<file path="config.mk">
export PLATFORM = sky130hd
export DESIGN_NAME = gear_tooth_detector
export DESIGN_NICKNAME = d
export VERILOG_FILES = /design/src/core/gear_tooth_pkg.sv /design/src/core/flux_channel.sv /design/src/core/gear_tooth_detector.sv
export SDC_FILE = /design/constraint.sdc
export NUM_CORES = 1
export LEC_CHECK = 0
export BUFFER_PORTS_ARGS = -buffer_cell sky130_fd_sc_hd__clkbuf_2
export CAP_MARGIN = 10
export CORE_MARGIN = 2
export CORE_UTILIZATION = 54
export CTS_BUF_LIST = sky130_fd_sc_hd__clkbuf_8
export DETAILED_ROUTE_END_ITERATION = 10
export HOLD_SLACK_MARGIN = 0.03
export PLACE_DENSITY = 0.73
export SYNTH_ARGS = -nofsm -noshare
export SYNTH_HDL_FRONTEND = slang
export SYNTH_SLANG_ARGS = --single-unit
</file>
<file path="constraint.sdc">
create_clock -name clk -period 3.2 [get_ports clk]
set_clock_uncertainty 0.1 [all_clocks]
set_input_delay 0.64 -clock clk [delete_from_list [all_inputs] [get_ports clk]]
set_output_delay 0.64 -clock clk [all_outputs]
set_load 0.005 [all_outputs]
</file>
<file path="src/core/gear_tooth_pkg.sv">
// Purpose: shared constants for the dual channel gear tooth decision logic
// Assumes: 40 MHz system clock, 12-bit flux samples from an outside converter
// Notes:   sample tick near 500 kHz, fault shutdown inside 10..20 us
package gear_tooth_pkg;
    localparam int unsigned CLK_HZ            = 40_000_000;
    localparam int unsigned SAMPLE_HZ         = 500_000;
    localparam int unsigned TICK_DIV          = CLK_HZ / SAMPLE_HZ;
    localparam int          TICK_W            = 7;
    localparam int          FLUX_W            = 12;
    localparam logic [11:0] HYST_CODE         = 12'h014;
    // fault shutdown time in ns; 15 us sits mid-interval
    localparam int unsigned FAULT_MIN_NS      = 10_000;
    localparam int unsigned FAULT_MAX_NS      = 20_000;
    localparam int unsigned FAULT_TARGET_NS   = 15_000;
    localparam int unsigned CLK_PERIOD_NS     = 1_000_000_000 / CLK_HZ;
    localparam int unsigned FAULT_CYCLES      = FAULT_TARGET_NS / CLK_PERIOD_NS;
    localparam int unsigned FAULT_MIN_CYCLES  = FAULT_MIN_NS / CLK_PERIOD_NS;
    localparam int unsigned FAULT_MAX_CYCLES  = FAULT_MAX_NS / CLK_PERIOD_NS;
    localparam int          FAULT_W           = 10;
    localparam logic        OUT_RESET_LEVEL   = 1'b1;
endpackage : gear_tooth_pkg

</file>
<file path="src/core/flux_channel.sv">
// Purpose: one channel of peak and valley tracking with hysteresis switching
// Assumes: flux_in valid at every sample_tick
// Notes:   output level 1 means released (off), 0 means pulled low (on)
`timescale 1ns/100ps
module flux_channel (
    input  wire logic        clk,
    input  wire logic        reset_n,
    input  wire logic        sample_tick,
    input  wire logic [11:0] flux_in,
    output logic             level_q,
    output logic             rising_q,
    output logic             armed_q
);
    logic [11:0] extreme_q;
    logic [12:0] up_span;
    logic [12:0] down_span;
    wire         above   = flux_in > extreme_q;
    wire         below   = flux_in < extreme_q;
    assign up_span   = {1'b0, flux_in} - {1'b0, extreme_q};
    assign down_span = {1'b0, extreme_q} - {1'b0, flux_in};
    // turn-back by hysteresis from a peak or a valley
    wire         turn_dn = rising_q & below & (down_span >= {1'b0, gear_tooth_pkg::HYST_CODE});
    wire         turn_up = ~rising_q & above & (up_span >= {1'b0, gear_tooth_pkg::HYST_CODE});

    always_ff @(posedge clk or negedge reset_n) begin
        if (!reset_n) begin
            extreme_q <= 12'h000;
            rising_q  <= 1'b1;
            armed_q   <= 1'b0;
            level_q   <= gear_tooth_pkg::OUT_RESET_LEVEL;
        end else if (sample_tick) begin
            if (turn_dn) begin
                rising_q  <= 1'b0;
                extreme_q <= flux_in;
                if (armed_q) begin
                    level_q <= 1'b0;
                end
            end else if (turn_up) begin
                rising_q  <= 1'b1;
                extreme_q <= flux_in;
                armed_q   <= 1'b1;
                level_q   <= 1'b1;
            end else if ((rising_q & above) | (~rising_q & below)) begin
                extreme_q <= flux_in;
            end
        end
    end
endmodule : flux_channel

</file>
<file path="src/core/gear_tooth_detector.sv">
// Purpose: dual channel gear tooth detector decision logic with open-drain outputs
// Assumes: flux samples synchronous to clk; output short sensed by an outside comparator
// Notes:   thresholds follow the signal itself, so no trim input exists
//
// Notes on behaviour
// - Each sample classifies each channel trend as rising or falling and keeps its extreme.
// - Channel one turns on after a peak once flux falls by the hysteresis amount.
// - Channel one turns off after a valley once flux rises by the hysteresis amount.
// - Channel two behaves the same from its own sensing element.
// - After reset both outputs are high and carry no field information.
// - Each output holds until its channel has seen a first valley.
// - A shorted output is shut down within 10 to 20 us.
// - Thresholds self-adapt over the whole back-bias range with no trimming.
`timescale 1ns/100ps
module gear_tooth_detector (
    input  wire logic        clk,
    input  wire logic        reset_n,
    input  wire logic [11:0] flux_one,
    input  wire logic [11:0] flux_two,
    input  wire logic        short_one,
    input  wire logic        short_two,
    input  wire logic        channel_one_out_i,
    output logic             channel_one_out_o,
    output logic             channel_one_out_oe,
    input  wire logic        channel_two_out_i,
    output logic             channel_two_out_o,
    output logic             channel_two_out_oe,
    output logic             fault_one_q,
    output logic             fault_two_q
);
    logic [6:0] tick_cnt_q;
    logic       tick;
    logic [1:0] level;
    logic [1:0] rising;
    logic [1:0] armed;
    logic [1:0] short_in;
    logic [1:0] fault_q;
    logic [9:0] fault_cnt_q [2];
    wire  [11:0] flux [2];

    assign flux[0]  = flux_one;
    assign flux[1]  = flux_two;
    assign short_in = {short_two, short_one};

    // single clock: sample rate is an enable pulse
    assign tick = (tick_cnt_q == 7'(gear_tooth_pkg::TICK_DIV - 1));
    always_ff @(posedge clk or negedge reset_n) begin
        if (!reset_n) begin
            tick_cnt_q <= 7'h00;
        end else begin
            tick_cnt_q <= tick ? 7'h00 : tick_cnt_q + 7'h01;
        end
    end

    genvar g;
    generate
        for (g = 0; g < 2; g++) begin : g_ch
            // same channel logic twice, shared hysteresis
            flux_channel u_ch (
                .clk         (clk),
                .reset_n     (reset_n),
                .sample_tick (tick),
                .flux_in     (flux[g]),
                .level_q     (level[g]),
                .rising_q    (rising[g]),
                .armed_q     (armed[g])
            );
            // short must persist the full window; latched until reset
            always_ff @(posedge clk or negedge reset_n) begin
                if (!reset_n) begin
                    fault_cnt_q[g] <= 10'h000;
                    fault_q[g]     <= 1'b0;
                end else if (!fault_q[g]) begin
                    if (!short_in[g]) begin
                        fault_cnt_q[g] <= 10'h000;
                    end else if (fault_cnt_q[g] == 10'(gear_tooth_pkg::FAULT_CYCLES - 1)) begin
                        fault_q[g] <= 1'b1;
                    end else begin
                        fault_cnt_q[g] <= fault_cnt_q[g] + 10'h001;
                    end
                end
            end
        end
    endgenerate

    // open drain: drive low only when on and not faulted
    assign channel_one_out_o  = 1'b0;
    assign channel_two_out_o  = 1'b0;
    assign channel_one_out_oe = ~level[0] & ~fault_q[0];
    assign channel_two_out_oe = ~level[1] & ~fault_q[1];
    assign fault_one_q        = fault_q[0];
    assign fault_two_q        = fault_q[1];

    // assertions
    int unsigned short_run_q;
    int unsigned short_run_two_q;
    always_ff @(posedge clk or negedge reset_n) begin
        if (!reset_n) begin
            short_run_q     <= 0;
            short_run_two_q <= 0;
        end else begin
            short_run_q     <= short_one ? short_run_q + 1 : 0;
            short_run_two_q <= short_two ? short_run_two_q + 1 : 0;
        end
    end

    // tick spacing counted apart from the divider
    logic [7:0] since_tick_q;
    always_ff @(posedge clk or negedge reset_n) begin
        if (!reset_n) begin
            since_tick_q <= 8'h00;
        end else begin
            since_tick_q <= tick ? 8'h00 : since_tick_q + 8'h01;
        end
    end

    property p_tick_period;
        @(posedge clk) disable iff (!reset_n)
        tick |=> !tick [*8];
    endproperty
    a_tick_period: assert property (p_tick_period) else $error("tick too frequent");

    property p_reset_high;
        @(posedge clk) $rose(reset_n) |-> !channel_one_out_oe && !channel_two_out_oe;
    endproperty
    a_reset_high: assert property (p_reset_high) else $error("output low after reset");

    property p_hold_until_armed;
        @(posedge clk) disable iff (!reset_n)
        !armed[0] |-> level[0];
    endproperty
    a_hold_until_armed: assert property (p_hold_until_armed) else $error("switch before valley");

    property p_on_after_peak;
        @(posedge clk) disable iff (!reset_n)
        $fell(level[0]) |-> $fell(rising[0]) && armed[0];
    endproperty
    a_on_after_peak: assert property (p_on_after_peak) else $error("on without peak");

    property p_off_after_valley;
        @(posedge clk) disable iff (!reset_n)
        $rose(level[0]) |-> $rose(rising[0]);
    endproperty
    a_off_after_valley: assert property (p_off_after_valley) else $error("off without valley");

    property p_ch2_same;
        @(posedge clk) disable iff (!reset_n)
        $fell(level[1]) |-> $fell(rising[1]) && armed[1];
    endproperty
    a_ch2_same: assert property (p_ch2_same) else $error("channel two on without peak");

    property p_fault_min;
        @(posedge clk) disable iff (!reset_n)
        $rose(fault_one_q) |-> short_run_q >= gear_tooth_pkg::FAULT_MIN_CYCLES;
    endproperty
    a_fault_min: assert property (p_fault_min) else $error("shutdown too early");

    property p_fault_max;
        @(posedge clk) disable iff (!reset_n)
        short_run_q == gear_tooth_pkg::FAULT_MAX_CYCLES |-> fault_one_q && !channel_one_out_oe;
    endproperty
    a_fault_max: assert property (p_fault_max) else $error("shutdown too late");

    property p_tick_change_only;
        @(posedge clk) disable iff (!reset_n)
        !$past(tick) |-> $stable(level);
    endproperty
    a_tick_change_only: assert property (p_tick_change_only) else $error("change off tick");

    property p_ch2_hold_until_armed;
        @(posedge clk) disable iff (!reset_n)
        !armed[1] |-> level[1];
    endproperty
    a_ch2_hold_until_armed: assert property (p_ch2_hold_until_armed) else $error("two early");

    property p_ch2_off_after_valley;
        @(posedge clk) disable iff (!reset_n)
        $rose(level[1]) |-> $rose(rising[1]);
    endproperty
    a_ch2_off_after_valley: assert property (p_ch2_off_after_valley) else $error("two off");

    property p_fault_two_min;
        @(posedge clk) disable iff (!reset_n)
        $rose(fault_two_q) |-> short_run_two_q >= gear_tooth_pkg::FAULT_MIN_CYCLES;
    endproperty
    a_fault_two_min: assert property (p_fault_two_min) else $error("two shutdown early");

    property p_fault_two_max;
        @(posedge clk) disable iff (!reset_n)
        short_run_two_q == gear_tooth_pkg::FAULT_MAX_CYCLES |-> fault_two_q && !channel_two_out_oe;
    endproperty
    a_fault_two_max: assert property (p_fault_two_max) else $error("two shutdown late");

    // shutdown is held; a recovering short must not re-enable the pin
    property p_fault_sticky;
        @(posedge clk) disable iff (!reset_n)
        !$fell(fault_one_q) && !$fell(fault_two_q);
    endproperty
    a_fault_sticky: assert property (p_fault_sticky) else $error("fault released");

    property p_fault_off;
        @(posedge clk) disable iff (!reset_n)
        (!fault_one_q || !channel_one_out_oe) && (!fault_two_q || !channel_two_out_oe);
    endproperty
    a_fault_off: assert property (p_fault_off) else $error("faulted pin driven");

    property p_rising_on_tick;
        @(posedge clk) disable iff (!reset_n)
        !$past(tick) |-> $stable(rising) && $stable(armed);
    endproperty
    a_rising_on_tick: assert property (p_rising_on_tick) else $error("trend off tick");

    property p_tick_spacing;
        @(posedge clk) disable iff (!reset_n)
        tick |-> since_tick_q == 8'(gear_tooth_pkg::TICK_DIV - 1);
    endproperty
    a_tick_spacing: assert property (p_tick_spacing) else $error("tick period wrong");

    c_on:     cover property (@(posedge clk) disable iff (!reset_n) $fell(level[0]));
    c_off:    cover property (@(posedge clk) disable iff (!reset_n) $rose(level[0]) && armed[0]);
    c_fault:  cover property (@(posedge clk) disable iff (!reset_n) $rose(fault_two_q));
    c_both:   cover property (@(posedge clk) disable iff (!reset_n) !level[0] && !level[1]);
    c_fault1: cover property (@(posedge clk) disable iff (!reset_n) $rose(fault_one_q));
endmodule : gear_tooth_detector

</file>
Word-level counts from Yosys, hierarchy flattened
Index checks and enable logic that the tools add are counted.
{"block": "totals", "inputBits": 30, "elab_cells": 98, "out_inout_bits": 6, "ff_bits": 59}
{"block": "op_classes", "n_eq_ne": 7, "reduce_logical": 14, "n_lt_le_gt_ge": 8, "add_sub_neg": 7, "bitwise": 24, "muxes": 25}
{"cell": "12-bit 2-to-1 mux", "n": 6}
{"cell": "13-bit by 5-bit >= comparator with 1-bit output (second input constant)", "n": 4}
{"cell": "12-bit by 12-bit subtractor with 13-bit output", "n": 4}
{"cell": "10-bit 2-to-1 mux", "n": 4}
{"cell": "12-bit greater-than comparator", "n": 2}
{"cell": "12-bit less-than comparator", "n": 2}
{"cell": "10-bit by 1-bit adder with 10-bit output (second input constant)", "n": 2}
{"cell": "10-bit == test (second input constant)", "n": 2}
{"cell": "1-bit bitwise AND", "n": 14}
{"cell": "1-bit 2-to-1 mux", "n": 14}
{"cell": "2-bit AND reduction", "n": 6}
{"cell": "3-bit AND reduction", "n": 4}
{"cell": "1-bit NOT", "n": 8}
{"cell": "7-bit by 1-bit adder with 7-bit output (second input constant)", "n": 1}
{"cell": "7-bit == test (second input constant)", "n": 1}
{"cell": "7-bit 2-to-1 mux", "n": 1}
{"cell": "3-bit nonzero test", "n": 2}
{"cell": "2-bit by 1-bit != test with 1-bit output (second input constant)", "n": 2}
{"cell": "2-bit != test (second input constant)", "n": 2}
{"cell": "2-bit nonzero test", "n": 2}
{"cell": "1-bit OR", "n": 2}

Longest topological paths before layout
{"block": "logic_depth", "word_depth": 6, "ltp_mapped": 13, "ltp_nobuf": 12}

Hierarchy
From an unflattened synthesis, not the netlist that was laid out.
{"block": "unflattened", "cells_unflattened": 658, "hier_area_um2": 5554.1}
{"mod": "flux_channel", "area_per_inst_um2": 2003.2, "cells_each": 249, "seq_area_each_um2": 377.9, "n_inst": 2}
{"mod": "gear_tooth_detector", "area_per_inst_um2": 1547.7, "cells_each": 160, "seq_area_each_um2": 725.7, "n_inst": 1}

Least setup slack after synthesis
No wires, ideal clock.
{"block": "synth_timing", "path_kind": "input-to-reg", "start": "input flux_one[0]", "end": "register g_ch[0].u_ch.extreme_q[0]", "setup_ns": 0.079, "required_ns": 3.021, "path_buffers": 1, "path_stages": 13, "path_slack_ns": 0.000, "arrival_ns": 3.021, "path_cell_list": "inv_1 ha_1 fa_1 nand2b_1 a21oi_1 o22ai_1 mux2i_1 nor3_1 o2111a_1 nand4b_1 a31oi_2 buf_4 mux2i_1"}
{"block": "synth_between", "elab_chain_len": 5, "elab_cells_between_ends": 18, "cone_classes": "add/sub: 2; order compare: 4; mux: 3; bitwise: 7; reduce/logical: 2"}
{"element": "from (decl)", "line_no": "gear_tooth_detector.sv:18", "source": "input wire logic [11:0] flux_one,"}
{"element": "12-bit by 12-bit subtractor with 13-bit output, or another cell as far along", "line_no": "flux_channel.sv:19", "source": "assign up_span = {1'b0, flux_in} - {1'b0, extreme_q};"}
{"element": "13-bit by 5-bit >= comparator with 1-bit output, or another cell as far along", "line_no": "flux_channel.sv:23", "source": "wire turn_up = ~rising_q & above & (up_span >= {1'b0, gear_tooth_pkg::HYST_CODE});"}
{"element": "1-bit bitwise AND, or another cell as far along", "line_no": "flux_channel.sv:23"}
{"element": "3-bit nonzero test (no line) or 12-bit 2-to-1 mux (tied branches)"}
{"element": "2-bit AND reduction (no line) or 12-bit 2-to-1 mux (tied branches)"}
{"element": "to (signal assigned)", "line_no": "flux_channel.sv:34", "source": "extreme_q <= flux_in;"}
{"element": "to (signal assigned)", "line_no": "flux_channel.sv:40", "source": "extreme_q <= flux_in;"}
{"element": "to (signal assigned)", "line_no": "flux_channel.sv:44", "source": "extreme_q <= flux_in;"}
{"element": "to (decl)", "line_no": "flux_channel.sv:14", "source": "logic [11:0] extreme_q;"}
Parallel ways exist; a longest one is shown, timed or not. The select of a mux whose other input is x is not followed.
A chain may end at the register's enable or synchronous reset.

Worst setup path in the final report
{"block": "layout_timing", "start": "input flux_one[1]", "end": "register g_ch[0].u_ch.extreme_q[1]"}
Same word-level chain as after synthesis.

==> flow_metrics.py <==
metrics = {
    "logic_synthesis": {
        "ys_warn_count": 0,
        "synth_edf_count": 0,
        "synth_ff_type": "dfrtp_1",
        "synth_area_per_cell_um2": 8.48,
        "post_synth_instance_area_mm2": 0.00510,
        "seq_area_frac_synth": 0.291,
        "ys_types": 77,
        "synth_cells": 601,
        "synth-async-reset-ratio": 1.00,
        "ys_ff_latch": 59,
    },
    "grt": {
        "grt_max_degree": 60,
        "grt_pass1_wl_um": 19800,
        "antenna_found_initial": 0,
        "grt_use_met3": 0.0290,
        "use_met2": 0.427,
        "top_usage_layer": "met2",
        "gr-total-overflow": 0,
        "use_met1": 0.288,
        "grt_pass1_vias": 4655,
        "track_usage": 0.238,
    },
    "critical_path": {
        "r2r_start": "g_ch[0].u_ch.extreme_q[5]",
        "critPathArrivalTime_ps": 3240,
        "required_ps": 3350,
        "critPathBufInv": 3,
        "cpMostUsedCell": "a21oi_1",
        "path_delay_family": "compound AO/OA/AOI/OAI gates",
        "r2r-end": "g_ch[0].u_ch.extreme_q[1]",
        "path_class": "in2reg",
        "crit_path_top_delay_cell": "o211ai_1",
        "crit_end": "g_ch[0].u_ch.extreme_q[1]",
        "cp_cell_sequence": "clkbuf_2 > inv_1 > ha_4 > nor2b_1 > o211ai_1 > a21oi_1 > nor3_1 > a21oi_1 > nor4bb_2 > a211oi_2 > a31oi_4 > buf_12 > mux2i_2",
        "r2r_slack_ps": 170,
        "critPathLaunchType": "input pin",
        "cp.depth": 13,
        "crit_path_end_kind": "register",
        "crit_fanout": 6,
        "max_stage_delay_ps": 320,
        "startpoint": "flux_one[1]",
        "r2r_cells": 12,
    },
    "floorplanning": {
        "dieArea_mm2": 0.0102,
        "coreArea_mm2": 0.00920,
        "die_h_um": 101,
        "num_rows": 35,
        "die_w_um": 101,
        "ioPinCount": 36,
        "start_util": 0.554,
    },
    "clock_network": {
        "clkTransAtPathRegs_ps": 70,
        "cts_hold_buf": 0,
        "clockBufferDepth": 2,
        "cts.sinks": 59,
        "cts-root-buf": "clkbuf_8",
        "numCtsBuffers": 9,
        "clk_latency_ps": 340,
        "cts_tree": "done",
        "htreeDepth": 3,
    },
    "detailed_routing": {
        "routed_via_density": 5.75,
        "wl_um": 12000,
        "postRouteAntennaNets": 0,
        "drtPass1Iterations": 4,
        "drc": 0,
        "routedWlPerCell_um": 14.7,
        "drt_iter0_drc": 205,
        "vias": 4667,
    },
    "finish": {
        "n_antenna_cell": 0,
        "finalNonFillerCells": 811,
        "mostFrequentLayoutCell": "buf_4",
        "final_nets": 778,
        "drive_above_1_share": 0.226,
        "final_area_mm2": 0.00619,
        "syn2layout_area_growth_pct": 21.4,
        "final_cell_mix": "71 x buf_4, 66 x inv_1, 55 x dfrtp_1",
    },
    "place": {
        "gp_congestion": 0.900,
        "dpl_cell_area_mm2": 0.00584,
        "dp.cells": 793,
        "numPortBuffers": 31,
        "hpwl_um": 8900,
    },
    "pwr": {
        "total_power_mw": 1.90,
        "power.density_mw_per_mm2": 306,
        "peakVddDrop_mv": 0.236,
        "p_leak_nw": 3.02,
    },
    "timing": {
        "min_period_ps": 3090,
        "hold_viol": 0,
        "worstMarginPinSlew_ps": 764,
        "fmax_ghz": 0.324,
        "setup_violations": 0,
        "finalCritPeriodShare": 0.966,
        "report.final.slew_viol_count": 0,
        "maxSlewHeadroom": 0.490,
    },
    "run": {
        "drv_cap": 0,
    },
    "min_path": {
        "hp-class": "in2async",
    },
    "status": {
        "outcome": "finished, final reports clean",
    },
}
[worst min path at each step]
stage	startpoint	to	slack [ps]	depth (start not counted)
finish	reset_n	g_ch[1].u_ch.extreme_q[5]	360	2
detailed placement	tick_cnt_q[0]	tick_cnt_q[0]	340	1
CTS	tick_cnt_q[0]	tick_cnt_q[0]	360	1
global placement	tick_cnt_q[0]	tick_cnt_q[0]	340	1
global route	tick_cnt_q[0]	tick_cnt_q[0]	390	1
floorplan	reset_n	fault_cnt_q[0]	240	0
[where the power goes]
| group | leakage [nW] | total, mW | switching [mW] | internal [mW] |
|---|---|---|---|---|
| combinational | 2.25 | 0.519 | 0.277 | 0.242 |
| sequential | 0.700 | 0.772 | 0.0127 | 0.759 |
| clock | 0.0747 | 0.605 | 0.329 | 0.276 |
[through the flow]
| stage | utilization | setup TNS [ps] | worst slack (ps) | hold slack (ps) |
|---|---|---|---|---|
| 6_report | 0.673 | 0 | 110 | 355 |
| 5_1_grt | 0.673 | -349 | -52.5 | 388 |
| 4_1_cts | 0.653 | 0 | 50.9 | 359 |
| 3_5_place_dp | 0.635 | -7490 | -373 | 344 |
| 3_3_place_gp | 0.635 | -5370 | -247 | 339 |
| 2_1_floorplan | - | 0 | 27.8 | 244 |
[worst register-to-register path: stages, from the launching register on]
cell and delay (ps):
dfrtp_1 420, ha_4 270, a211oi_2 220, o22ai_1 110, a311oi_1 250, buf_4 170
mux2i_1 190, nand2_1 110, nor4bb_2 330, a211oi_2 140, a31oi_4 250, buf_12 180
mux2i_2 210
[per-layer routing]
layer,share of wire,vias to the layer above
li1,-,2313
met1,0.44,2224
met2,0.50,104
met3,0.028,26
met4,0.026,0
met5,0,-
[state kept, by name (all words and copies together) (netlist names)]
name	cells
g_ch.u_ch.extreme_q	24
fault_cnt_q	20
tick_cnt_q	7
g_ch.u_ch.armed_q	2
g_ch.u_ch.level_q	2
g_ch.u_ch.rising_q	2
fault_one_q	1
fault_two_q	1
[Yosys cell counts (all sizes together) (8+ instances only)]
cell type / n / area [µm²]
a21oi: 33 / 180
buf: 18 / 111
nor2b: 14 / 87.6
xor2: 10 / 87.6
nand2: 48 / 188
nor2: 41 / 161
nand4: 8 / 50.1
ha: 51 / 638
xnor2: 9 / 78.8
nand3: 24 / 120
a211oi: 9 / 72.6
dfrtp: 55 / 1380
a22o: 8 / 70.1
nor3: 17 / 85.1
nand2b: 9 / 56.3
inv: 67 / 251
o21ai: 36 / 191
mux2i: 32 / 320
[layout make-up]
class	instances	area, µm²
Tap cell	111	139
Multi-Input combinational cell	451	3370
Clock inverter	7	46.3
Fill cell	749	3010
Timing Repair Buffer	106	773
Clock buffer	9	124
Sequential cell	59	1480
Inverter	68	255
[what timing repair did]
item                       4_1_cts  5_1_grt
pin swaps                        0       12
cloned                           0        1
setup endpoints to repair        7       24
resized for setup                1       22
setup buffers                    0        2
[kinds of logic (layout without fill, tap and decap cells)]
group | Yosys count | in the layout | synth area share
and+or+nand+nor | 195 | 195 | 0.197
buffers and inverters | 92 | 190 | 0.0763
muxes | 33 | 33 | 0.0650
other | 1 | 2 | 0.000735
adders and majority gates | 53 | 53 | 0.133
AOI/OAI and AO/OA | 149 | 149 | 0.205
DFF | 59 | 59 | 0.291
xor gates and xnor gates | 19 | 19 | 0.0326
Power figures use the tool's default switching activity.
